--- src/rtl/pcr_pkg.sv ---
// Register map, field layout and bus types for the peripheral clock and reset control block.
package pcr_pkg;

  localparam int unsigned ADDR_W = 32;
  localparam int unsigned DATA_W = 32;

  // Byte addresses of the registers.
  localparam logic [31:0] ACCEL_CLOCK_GATE_ADDR = 32'h3ff0001c;
  localparam logic [31:0] ACCEL_RESET_HOLD_ADDR = 32'h3ff00020;
  localparam logic [31:0] SECOND_CORE_RESET_ADDR = 32'h3ff0002c;
  localparam logic [31:0] SECOND_CORE_CLOCK_GATE_ADDR = 32'h3ff00030;
  localparam logic [31:0] SECOND_CORE_STALL_ADDR = 32'h3ff00034;
  localparam logic [31:0] SECOND_CORE_BOOT_VECTOR_ADDR = 32'h3ff00038;
  localparam logic [31:0] PERIPHERAL_CLOCK_GATE_ADDR = 32'h3ff000c0;
  localparam logic [31:0] PERIPHERAL_RESET_HOLD_ADDR = 32'h3ff000c4;
  localparam logic [31:0] RADIO_CLOCK_GATE_ADDR = 32'h3ff000cc;
  localparam logic [31:0] RADIO_RESET_HOLD_ADDR = 32'h3ff000d0;

  // Field widths and positions.
  localparam int unsigned ACCEL_N = 5;
  localparam int unsigned PERIPH_N = 27;
  localparam int unsigned ACCEL_AES_BIT = 0;
  localparam int unsigned ACCEL_SHA_BIT = 1;
  localparam int unsigned ACCEL_RSA_BIT = 2;
  localparam int unsigned ACCEL_SECURE_BOOT_BIT = 3;
  localparam int unsigned ACCEL_SIGNATURE_BIT = 4;
  localparam int unsigned SECOND_CORE_RESET_BIT_POS = 0;
  localparam int unsigned SECOND_CORE_CLOCK_ON_BIT_POS = 0;
  localparam int unsigned SECOND_CORE_STALL_BIT_POS = 0;

  // Reset values.
  localparam logic [4:0] ACCEL_CLOCK_GATE_RST = 5'h00;
  localparam logic [4:0] ACCEL_RESET_HOLD_RST = 5'h00;
  localparam logic SECOND_CORE_RESET_RST = 1'b1;
  localparam logic SECOND_CORE_CLOCK_ON_RST = 1'b0;
  localparam logic SECOND_CORE_STALL_RST = 1'b0;
  localparam logic [31:0] SECOND_CORE_BOOT_VECTOR_RST = 32'h00000000;
  localparam logic [26:0] PERIPHERAL_CLOCK_GATE_RST = 27'h0000000;
  localparam logic [26:0] PERIPHERAL_RESET_HOLD_RST = 27'h0000000;
  localparam logic [31:0] RADIO_CLOCK_GATE_RST = 32'h00000000;
  localparam logic [31:0] RADIO_RESET_HOLD_RST = 32'h00000000;

  localparam logic [1:0] RESP_OKAY = 2'h0;
  localparam logic [1:0] RESP_SLVERR = 2'h2;

  // Controls handed to the second core.
  typedef struct packed {
    logic reset;
    logic clock_on;
    logic stall;
    logic [31:0] boot_vector;
  } pcr_core_ctrl_t;

  // Per-block clock enables and reset holds.
  typedef struct packed {
    logic [ACCEL_N-1:0] accel_clock_on;
    logic [ACCEL_N-1:0] accel_reset;
    logic [PERIPH_N-1:0] periph_clock_on;
    logic [PERIPH_N-1:0] periph_reset;
    logic [31:0] radio_clock_on;
    logic [31:0] radio_reset;
  } pcr_gate_ctrl_t;

endpackage

--- src/rtl/pcr_ctrl.sv ---
// Peripheral clock gating and reset control block with an AXI4-Lite register slave.
//
// What this block does
// - Second core held in reset while bit set.
// - Second core clock stops when enable cleared.
// - Second core stalled while stall bit set.
// - Boot register value given as jump address.
// - Clock-gating bits active high, one enables.
// - Reset bits active high, one holds reset.
// - Reset bits never self-clear in hardware.
// - Accelerator clocks: AES, SHA, RSA, boot, signature.
// - Accelerator resets share clock bit positions.
// - Signature reset also resets AES and RSA.
// - Secure-boot reset also resets AES and SHA.
// - Peripheral clock bits 0-13 in listed order.
// - Peripheral clock bits 14-26 in listed order.
//
// Chosen here: the AXI4-Lite interface to the registers.
`timescale 1ns/1ps
`default_nettype none

module pcr_ctrl
  import pcr_pkg::*;
(
  input wire logic clk_i,
  input wire logic reset_i,
  input wire logic [31:0] s_axi_awaddr_i,
  input wire logic s_axi_awvalid_i,
  output logic s_axi_awready_o,
  input wire logic [31:0] s_axi_wdata_i,
  input wire logic [3:0] s_axi_wstrb_i,
  input wire logic s_axi_wvalid_i,
  output logic s_axi_wready_o,
  output logic [1:0] s_axi_bresp_o,
  output logic s_axi_bvalid_o,
  input wire logic s_axi_bready_i,
  input wire logic [31:0] s_axi_araddr_i,
  input wire logic s_axi_arvalid_i,
  output logic s_axi_arready_o,
  output logic [31:0] s_axi_rdata_o,
  output logic [1:0] s_axi_rresp_o,
  output logic s_axi_rvalid_o,
  input wire logic s_axi_rready_i,
  output pcr_core_ctrl_t core_o,
  output pcr_gate_ctrl_t gate_o
);

  // Register storage.
  logic [ACCEL_N-1:0] accel_clock_gate, next_accel_clock_gate;
  logic [ACCEL_N-1:0] accel_reset_hold, next_accel_reset_hold;
  logic [ACCEL_N-1:0] accel_reset_out, next_accel_reset_out;
  logic second_core_reset, next_second_core_reset;
  logic second_core_clock_gate, next_second_core_clock_gate;
  logic second_core_stall, next_second_core_stall;
  logic [31:0] second_core_boot_vector, next_second_core_boot_vector;
  logic [PERIPH_N-1:0] peripheral_clock_gate, next_peripheral_clock_gate;
  logic [PERIPH_N-1:0] peripheral_reset_hold, next_peripheral_reset_hold;
  logic [31:0] radio_clock_gate, next_radio_clock_gate;
  logic [31:0] radio_reset_hold, next_radio_reset_hold;

  // Write channel capture: address and data may arrive in either order.
  logic aw_held, next_aw_held;
  logic w_held, next_w_held;
  logic [31:0] aw_addr, next_aw_addr;
  logic [31:0] w_data, next_w_data;
  logic [3:0] w_strb, next_w_strb;
  logic bvalid, next_bvalid;
  logic [1:0] bresp, next_bresp;
  logic rvalid, next_rvalid;
  logic [1:0] rresp, next_rresp;
  logic [31:0] rdata, next_rdata;
  logic do_write;
  logic wr_hit;
  logic [31:0] wmask;
  logic rd_hit;
  logic [31:0] rd_word;

  assign s_axi_awready_o = !aw_held && !bvalid;
  assign s_axi_wready_o = !w_held && !bvalid;
  assign s_axi_arready_o = !rvalid;
  assign s_axi_bvalid_o = bvalid;
  assign s_axi_bresp_o = bresp;
  assign s_axi_rvalid_o = rvalid;
  assign s_axi_rresp_o = rresp;
  assign s_axi_rdata_o = rdata;

  // Byte-enable mask built once per lane.
  genvar lane;
  generate
    for (lane = 0; lane < 4; lane++) begin : g_mask
      assign wmask[lane*8 +: 8] = {8{w_strb[lane]}};
    end
  endgenerate

  function automatic logic [31:0] merge(input logic [31:0] old_v, input logic [31:0] new_v,
                                        input logic [31:0] m);
    merge = (old_v & ~m) | (new_v & m);
  endfunction

  always_comb begin
    next_aw_held = aw_held;
    next_w_held = w_held;
    next_aw_addr = aw_addr;
    next_w_data = w_data;
    next_w_strb = w_strb;
    next_bvalid = bvalid;
    next_bresp = bresp;
    if (s_axi_awvalid_i && s_axi_awready_o) begin
      next_aw_held = 1'b1;
      next_aw_addr = s_axi_awaddr_i;
    end
    if (s_axi_wvalid_i && s_axi_wready_o) begin
      next_w_held = 1'b1;
      next_w_data = s_axi_wdata_i;
      next_w_strb = s_axi_wstrb_i;
    end
    do_write = aw_held && w_held && !bvalid;
    wr_hit = 1'b0;
    case (aw_addr)
      ACCEL_CLOCK_GATE_ADDR, ACCEL_RESET_HOLD_ADDR, SECOND_CORE_RESET_ADDR,
      SECOND_CORE_CLOCK_GATE_ADDR, SECOND_CORE_STALL_ADDR, SECOND_CORE_BOOT_VECTOR_ADDR,
      PERIPHERAL_CLOCK_GATE_ADDR, PERIPHERAL_RESET_HOLD_ADDR, RADIO_CLOCK_GATE_ADDR,
      RADIO_RESET_HOLD_ADDR: begin
        wr_hit = 1'b1;
      end
      default: begin
        wr_hit = 1'b0;
      end
    endcase
    if (do_write) begin
      next_aw_held = 1'b0;
      next_w_held = 1'b0;
      next_bvalid = 1'b1;
      next_bresp = wr_hit ? RESP_OKAY : RESP_SLVERR;
    end else if (bvalid && s_axi_bready_i) begin
      next_bvalid = 1'b0;
    end
  end

  // Write channel state. The held address and data survive until both halves
  // have arrived, which is what lets the master offer them in either order.
  always_ff @(posedge clk_i) begin
    if (reset_i) begin
      aw_held <= 1'b0;
      w_held <= 1'b0;
      aw_addr <= 32'h00000000;
      w_data <= 32'h00000000;
      w_strb <= 4'h0;
      bvalid <= 1'b0;
      bresp <= RESP_OKAY;
    end else begin
      aw_held <= next_aw_held;
      w_held <= next_w_held;
      aw_addr <= next_aw_addr;
      w_data <= next_w_data;
      w_strb <= next_w_strb;
      bvalid <= next_bvalid;
      bresp <= next_bresp;
    end
  end

  // Accelerator gates and resets. Reset bits change only on a software write.
  always_comb begin
    next_accel_clock_gate = accel_clock_gate;
    next_accel_reset_hold = accel_reset_hold;
    if (do_write) begin
      case (aw_addr)
        ACCEL_CLOCK_GATE_ADDR: begin
          next_accel_clock_gate = ACCEL_N'(merge(32'(accel_clock_gate), w_data, wmask));
        end
        ACCEL_RESET_HOLD_ADDR: begin
          next_accel_reset_hold = ACCEL_N'(merge(32'(accel_reset_hold), w_data, wmask));
        end
        default: begin
        end
      endcase
    end
  end

  always_ff @(posedge clk_i) begin
    if (reset_i) begin
      accel_clock_gate <= ACCEL_CLOCK_GATE_RST;
      accel_reset_hold <= ACCEL_RESET_HOLD_RST;
    end else begin
      accel_clock_gate <= next_accel_clock_gate;
      accel_reset_hold <= next_accel_reset_hold;
    end
  end

  // Second core controls. Each one-bit field sits in byte lane 0, so a write
  // whose strobe leaves that lane out leaves the field untouched.
  always_comb begin
    next_second_core_reset = second_core_reset;
    next_second_core_clock_gate = second_core_clock_gate;
    next_second_core_stall = second_core_stall;
    next_second_core_boot_vector = second_core_boot_vector;
    if (do_write) begin
      case (aw_addr)
        SECOND_CORE_RESET_ADDR: begin
          if (w_strb[0]) begin
            next_second_core_reset = w_data[SECOND_CORE_RESET_BIT_POS];
          end
        end
        SECOND_CORE_CLOCK_GATE_ADDR: begin
          if (w_strb[0]) begin
            next_second_core_clock_gate = w_data[SECOND_CORE_CLOCK_ON_BIT_POS];
          end
        end
        SECOND_CORE_STALL_ADDR: begin
          if (w_strb[0]) begin
            next_second_core_stall = w_data[SECOND_CORE_STALL_BIT_POS];
          end
        end
        SECOND_CORE_BOOT_VECTOR_ADDR: begin
          next_second_core_boot_vector = merge(second_core_boot_vector, w_data, wmask);
        end
        default: begin
        end
      endcase
    end
  end

  always_ff @(posedge clk_i) begin
    if (reset_i) begin
      second_core_reset <= SECOND_CORE_RESET_RST;
      second_core_clock_gate <= SECOND_CORE_CLOCK_ON_RST;
      second_core_stall <= SECOND_CORE_STALL_RST;
      second_core_boot_vector <= SECOND_CORE_BOOT_VECTOR_RST;
    end else begin
      second_core_reset <= next_second_core_reset;
      second_core_clock_gate <= next_second_core_clock_gate;
      second_core_stall <= next_second_core_stall;
      second_core_boot_vector <= next_second_core_boot_vector;
    end
  end

  // Peripheral gates and resets. Bits above the mapped range read back as zero;
  // keeping the shared UART buffer clocked while a UART works is up to software.
  always_comb begin
    next_peripheral_clock_gate = peripheral_clock_gate;
    next_peripheral_reset_hold = peripheral_reset_hold;
    if (do_write) begin
      case (aw_addr)
        PERIPHERAL_CLOCK_GATE_ADDR: begin
          next_peripheral_clock_gate =
            PERIPH_N'(merge(32'(peripheral_clock_gate), w_data, wmask));
        end
        PERIPHERAL_RESET_HOLD_ADDR: begin
          next_peripheral_reset_hold =
            PERIPH_N'(merge(32'(peripheral_reset_hold), w_data, wmask));
        end
        default: begin
        end
      endcase
    end
  end

  always_ff @(posedge clk_i) begin
    if (reset_i) begin
      peripheral_clock_gate <= PERIPHERAL_CLOCK_GATE_RST;
      peripheral_reset_hold <= PERIPHERAL_RESET_HOLD_RST;
    end else begin
      peripheral_clock_gate <= next_peripheral_clock_gate;
      peripheral_reset_hold <= next_peripheral_reset_hold;
    end
  end

  // Radio gates and resets. Their bit layout is not fixed here, so they are
  // kept as plain read/write words.
  always_comb begin
    next_radio_clock_gate = radio_clock_gate;
    next_radio_reset_hold = radio_reset_hold;
    if (do_write) begin
      case (aw_addr)
        RADIO_CLOCK_GATE_ADDR: begin
          next_radio_clock_gate = merge(radio_clock_gate, w_data, wmask);
        end
        RADIO_RESET_HOLD_ADDR: begin
          next_radio_reset_hold = merge(radio_reset_hold, w_data, wmask);
        end
        default: begin
        end
      endcase
    end
  end

  always_ff @(posedge clk_i) begin
    if (reset_i) begin
      radio_clock_gate <= RADIO_CLOCK_GATE_RST;
      radio_reset_hold <= RADIO_RESET_HOLD_RST;
    end else begin
      radio_clock_gate <= next_radio_clock_gate;
      radio_reset_hold <= next_radio_reset_hold;
    end
  end

  // Read path: one outstanding read, answer one cycle after the address is taken.
  always_comb begin
    rd_hit = 1'b1;
    rd_word = 32'h00000000;
    case (s_axi_araddr_i)
      ACCEL_CLOCK_GATE_ADDR: rd_word = 32'(accel_clock_gate);
      ACCEL_RESET_HOLD_ADDR: rd_word = 32'(accel_reset_hold);
      SECOND_CORE_RESET_ADDR: rd_word = 32'(second_core_reset);
      SECOND_CORE_CLOCK_GATE_ADDR: rd_word = 32'(second_core_clock_gate);
      SECOND_CORE_STALL_ADDR: rd_word = 32'(second_core_stall);
      SECOND_CORE_BOOT_VECTOR_ADDR: rd_word = second_core_boot_vector;
      PERIPHERAL_CLOCK_GATE_ADDR: rd_word = 32'(peripheral_clock_gate);
      PERIPHERAL_RESET_HOLD_ADDR: rd_word = 32'(peripheral_reset_hold);
      RADIO_CLOCK_GATE_ADDR: rd_word = radio_clock_gate;
      RADIO_RESET_HOLD_ADDR: rd_word = radio_reset_hold;
      default: rd_hit = 1'b0;
    endcase
    next_rvalid = rvalid;
    next_rresp = rresp;
    next_rdata = rdata;
    if (s_axi_arvalid_i && s_axi_arready_o) begin
      next_rvalid = 1'b1;
      next_rresp = rd_hit ? RESP_OKAY : RESP_SLVERR;
      next_rdata = rd_word;
    end else if (rvalid && s_axi_rready_i) begin
      next_rvalid = 1'b0;
    end
  end

  // Read channel state. The answer is captured when the address is taken, so a
  // write landing meanwhile cannot change data already on its way back.
  always_ff @(posedge clk_i) begin
    if (reset_i) begin
      rvalid <= 1'b0;
      rresp <= RESP_OKAY;
      rdata <= 32'h00000000;
    end else begin
      rvalid <= next_rvalid;
      rresp <= next_rresp;
      rdata <= next_rdata;
    end
  end

  // Outputs straight from the control flip-flops, both clock and reset active high.
  assign core_o.reset = second_core_reset;
  assign core_o.clock_on = second_core_clock_gate;
  assign core_o.stall = second_core_stall;
  assign core_o.boot_vector = second_core_boot_vector;
  assign gate_o.accel_clock_on = accel_clock_gate;
  assign gate_o.periph_clock_on = peripheral_clock_gate;
  assign gate_o.periph_reset = peripheral_reset_hold;
  assign gate_o.radio_clock_on = radio_clock_gate;
  assign gate_o.radio_reset = radio_reset_hold;

  // The combined engines share state with AES, SHA and RSA, so their resets spread.
  // Reading back the register still shows only what software wrote. The spread is
  // built from the next value so that it lands on the same edge as the write.
  always_comb begin
    next_accel_reset_out = next_accel_reset_hold;
    if (next_accel_reset_hold[ACCEL_SIGNATURE_BIT]) begin
      next_accel_reset_out[ACCEL_AES_BIT] = 1'b1;
      next_accel_reset_out[ACCEL_RSA_BIT] = 1'b1;
    end
    if (next_accel_reset_hold[ACCEL_SECURE_BOOT_BIT]) begin
      next_accel_reset_out[ACCEL_AES_BIT] = 1'b1;
      next_accel_reset_out[ACCEL_SHA_BIT] = 1'b1;
    end
  end

  always_ff @(posedge clk_i) begin
    if (reset_i) begin
      accel_reset_out <= ACCEL_RESET_HOLD_RST;
    end else begin
      accel_reset_out <= next_accel_reset_out;
    end
  end

  assign gate_o.accel_reset = accel_reset_out;

endmodule

`default_nettype wire

--- config.mk ---
export PLATFORM = sky130hd
export DESIGN_NAME = pcr_ctrl
export DESIGN_NICKNAME = d
export VERILOG_FILES = /design/src/rtl/pcr_pkg.sv /design/src/rtl/pcr_ctrl.sv
export SDC_FILE = /design/constraint.sdc
export NUM_CORES = 1
export LEC_CHECK = 0
export BUFFER_PORTS_ARGS = -buffer_cell sky130_fd_sc_hd__buf_2
export CAP_MARGIN = 40
export CORE_AREA = 2 2 220 179
export DETAILED_ROUTE_END_ITERATION = 10
export DIE_AREA = 0 0 222 181
export PLACE_DENSITY_LB_ADDON = 0.25
export SLEW_MARGIN = 20
export SYNTH_ARGS = -nofsm -noshare
export SYNTH_HDL_FRONTEND = slang
export SYNTH_SLANG_ARGS = --single-unit
--- constraint.sdc ---
create_clock -name clk_i -period 7.7 [get_ports clk_i]
set_clock_uncertainty 0.15 [all_clocks]
set_input_delay 0.385 -clock clk_i [delete_from_list [all_inputs] [get_ports clk_i]]
set_output_delay 0.385 -clock clk_i [all_outputs]
set_load 0.01 [all_outputs]
# Word-level counts from Yosys, hierarchy flattened
# Index checks and enable logic that the tools add are counted.
# classes
eq_ne,20
muxes,14
bitwise_logic,16
n_reduce_logical,27
# ops
operator,n
$eq A32 B30 Y1 const B,20
$pmux W32 S10,1
$and A32 B32 Y32,4
$or A32 B32 Y32,3
$and A27 B27 Y27,2
$or A27 B27 Y27,2
$not A32 Y32,1
$reduce_or A10 Y1,2
$reduce_and A2 Y1,6
$and A5 B5 Y5,2
$mux W5,2
$or A5 B5 Y5,2
$logic_and A1 B1 Y1,9
$reduce_and A3 Y1,3
$mux W1,8
$mux W2,3
$logic_not A1 Y1,4
$reduce_bool A2 Y1,2
$reduce_or A2 Y1,1
# totals
register_bits,276
in_bits,107
elab_cells,98

# Longest topological paths before layout
# depth
depth_word,7
ltp_mapped,8

# Least setup slack after synthesis
# Ideal clock, no wire load.
# synth_timing
path_kind,register to register
startpoint,register aw_addr[31]
endpoint,register (tool-made name)
setup_time_ns,0.128
arrival_time_ns,2.522
path_slack_ns,4.900
path_stages_with_launch,9
period_less_slack_ns,2.800
path_cell_list,dfxtp_1 or4_4 or4_4 buf_6 buf_12 or4_1 buf_2 mux2i_1 nor2_1
# synth_lines
element,line_no,source
"start, declared",pcr_ctrl.sv:64,"logic [31:0] aw_addr, next_aw_addr;"
"start signal, assigned",pcr_ctrl.sv:154,aw_addr <= next_aw_addr;

==> run_results.csv <==
group,metric,value,unit
status,status,"completed",
cts,h-tree-depth,1,
worst_setup_path,cp-end-kind,"flop",
floorplanning,core,37900,um2
layout,nFillCells,3846,
layout,final_util,39.9,%
routing,viasPerCell,4.99,
routing,wl_per_cell,19.7,um
power,power_switching,0.763,mW
layout,final_cells,2091,
cts,clkLatencyLatePin,0.57,ns
worst_setup_path,worstPathRequired,7.97,ns
job,maxCapViolations,0,
worst_setup_path,setup.worst_path.class,"flop to flop",
timing,worst-slew-pin-transition,0.857,ns
layout,nets,1679,
worst_setup_path,rr_startpoint,"aw_addr[12]",
worst_setup_path,critical-path-max-stage-delay,1.00,ns
synthesis,ys.flop_type,"dfxtp_1",
timing,slew_violations,0,
worst_setup_path,cpMaxStageDelayCell,"or4_1",
placed_design,dp_cells,1958,
routing,ant_nets,0,
routing,drt_wl_total,41200,um
power,seqPwrFrac,46.7,%
synthesis,ys_types,55,
grt,antenna_found_initial,0,
floorplanning,start_util,29.8,%
timing,hold_viol,0,
cts,clkTransAtPathRegs,0.06,ns
timing,rsz0062_at_grt,"no",
worst_setup_path,regToRegSetupSlack,4.32,ns
worst_setup_path,cp.arrival,3.65,ns
synthesis,synth_cells,1224,
cts,cts_resized,0,
layout,ff_latch_area,5450,um2
routing,firstDrtPassIters,5,
synthesis,synth_edf_count,0,
synthesis,synth_top_area_share,48.2,%
worst_setup_path,cp_top_family,"simple AND/OR/NAND/NOR gates",
cts,cts_sinks,272,
floorplanning,pin_count,311,
floorplanning,rows,64,
grt,grt_pass1_vias,10000,
synthesis,netlist_area,11300,um2
worst_setup_path,path_depth,5,
placed_design,gp_congestion,0.816,
timing,setup_viol,0,
grt,grt_max_degree,110,
timing,fin_tns_setup,0,ns
cts,numCtsBuffers,29,
timing,fmax,296,MHz
cts,clock_path_buffers,3,
worst_setup_path,critPathLaunch,"aw_addr[12]",
synthesis,yosys_warnings,0,
timing,min_period,3.38,ns
worst_setup_path,crit_path_max_fanout,9,
power,vdd_drop_max,120,uV
routing,drc,0,
cts,cts_root_buffer,"clkbuf_16",
grt,grt_pass1_wl,62200,um
synthesis,yosysTopAreaCell,"dfxtp_1",
cts,cts_tree,"built",
synthesis,synth.avg_cell_area,9.22,um2
placed_design,hpwl,27500,um
worst_setup_path,cp-start-kind,"flop",
worst_hold_path,hold_class,"input port to flop",
worst_setup_path,reg2reg_depth,5,
synthesis,synth-seq-cells,272,
layout,layout-drive-gt1-share,27.0,%
floorplanning,fp.dieH,181,um
power,leakage,6.61,nW
floorplanning,die_w,222,um
power,p_int,2.38,mW
grt,grt_util_all_layers,19.9,%
layout,multiInputGateArea,5500,um2
power,clkPwrFrac,46.1,%
worst_setup_path,path_cells,"nor4_1 > nand4_1 > or4_1 > mux2i_1 > nor2_1",
worst_setup_path,critPathBufInv,0,
power,p_comb_share,7.2,%
routing,vias,10400,
timing,relSlewSlack,42.5,%
synthesis,yosysSeqAreaShare,48.2,%
synthesis,synthTopCellsByArea,"dfxtp_1 48%, mux2i_1 14%, nor2_1 6.7%",
power,powerDensity,208,nW/um2
routing,drtIter0Drc,706,
synthesis,async_reset_ff_share,0,%
floorplanning,fp.dieArea,40200,um2
placed_design,portBuffers,308,
grt,grt_overflow,0,
layout,areaGrowthSynthToFinish,33.9,%
power,power_switching_share,24.3,%
timing,fin_crit_sh,43.8,%
[placed cells by master (no fill, tap or decap), types with 13 or more instances in the layout]
master         count
buf_2            309
dfxtp_1          272
nor2_1           200
nand2_1          178
mux2i_1          163
a21oi_1           71
dlygate4sd3_1     71
a22oi_1           30
clkbuf_16         29
mux2_2            24
a221oi_1          21
o21ai_1           20
o21ai_0           13
buf_4             13
[cells in the mapped netlist, drive strengths merged (2+ instances only)]
master and count:
a32oi 2, nor2 201, nand3 11, nand4 10, a21oi 71, nand2b 2
nor3 12, nand2 179, or4 7, mux2i 163, o21ai 33, inv 2
a22o 12, a211oi 7, o21a 2, or3 2, buf 21, or4b 3
mux2 24, and2 8, nand4b 4, nor2b 3, clkbuf 71, a22oi 30
a221oi 21, a32o 6, nor4 21, nor4bb 2, dfxtp 272, nor3b 2
nor4b 5, and3b 2
[kinds of logic (layout without fill, tap and decap cells)]
| group | after synthesis | in the layout | share of synthesized area [%] |
|---|---|---|---|
| compound gates | 189 | 189 | 10.8 |
| xor+xnor | 1 | 1 | 0.0776 |
| buf+inv | 94 | 464 | 3.66 |
| flops | 272 | 272 | 48.2 |
| mux | 187 | 187 | 16.8 |
| other cells | 1 | 3 | 0.0332 |
| simple gates | 480 | 480 | 20.3 |
[through the flow]
| step | hold WS [ns] | worst slack (ns) | power, mW | cell area [um2] |
|---|---|---|---|---|
| final | 0.167 | 4.32 | 3.14 | 15100 |
| after global routing | 0.158 | 4.14 | 3.26 | 15100 |
| after CTS | 0.140 | 4.12 | 3.18 | 15000 |
| after detailed placement | 0.288 | 4.16 | 1.70 | 13400 |
| after global placement | 0.284 | 4.21 | 1.69 | 13200 |
| after floorplan | 0.282 | 4.90 | 1.60 | 11300 |
[worst min-delay path: stages]
cell and delay [ns]:
buf_2 0.10, nor2b_1 0.19, nor2_1 0.10, nor3_1 0.05
[worst min path at each step]
| stage | start | end | slack (ns) | depth (start not counted) |
|---|---|---|---|---|
| 2_1_floorplan | aw_addr[19] | aw_addr[19] | 0.28 | 2 |
| 3_3_place_gp | s_axi_bresp_o[1] | s_axi_bresp_o[1] | 0.28 | 2 |
| 3_5_place_dp | s_axi_bresp_o[1] | s_axi_bresp_o[1] | 0.29 | 2 |
| 4_1_cts | s_axi_arvalid_i | s_axi_rresp_o[1] | 0.14 | 4 |
| 5_1_grt | s_axi_arvalid_i | s_axi_rresp_o[1] | 0.16 | 4 |
| 6_report | s_axi_arvalid_i | s_axi_rresp_o[1] | 0.17 | 4 |
[area by class of cell]
class	count	share of cell area, %
Sequential cell	272	36.0
Inverter	2	0.0497
Tap cell	495	4.10
Clock buffer	45	5.59
Timing Repair Buffer	408	17.0
Clock inverter	9	0.861
Multi-Input combinational cell	859	36.4
Antenna cell	1	0.0166
[power groups by stage]
stage	sequential [mW]	combinational [mW]	clock [mW]
floorplan	1.49	0.114	0
global placement	1.50	0.186	0
detailed placement	1.50	0.196	0
CTS	1.47	0.225	1.49
global route	1.47	0.245	1.54
finish	1.47	0.225	1.45
[metal layers]
metal  GRT usage (%)  vias up  share of wire, %
met2            32.7      345                45
met3            4.80       48               7.6
met1            26.7     5054                45
met4            3.84        0               1.7
li1                -     4986                 -
met5               0        -                 0
[repair_timing]
action	in CTS	in global routing
hold buffers	71	0
endpoints found under the hold margin	70	0
buffers inserted	0	0
No activity file was read; power rests on OpenSTA's default activity.
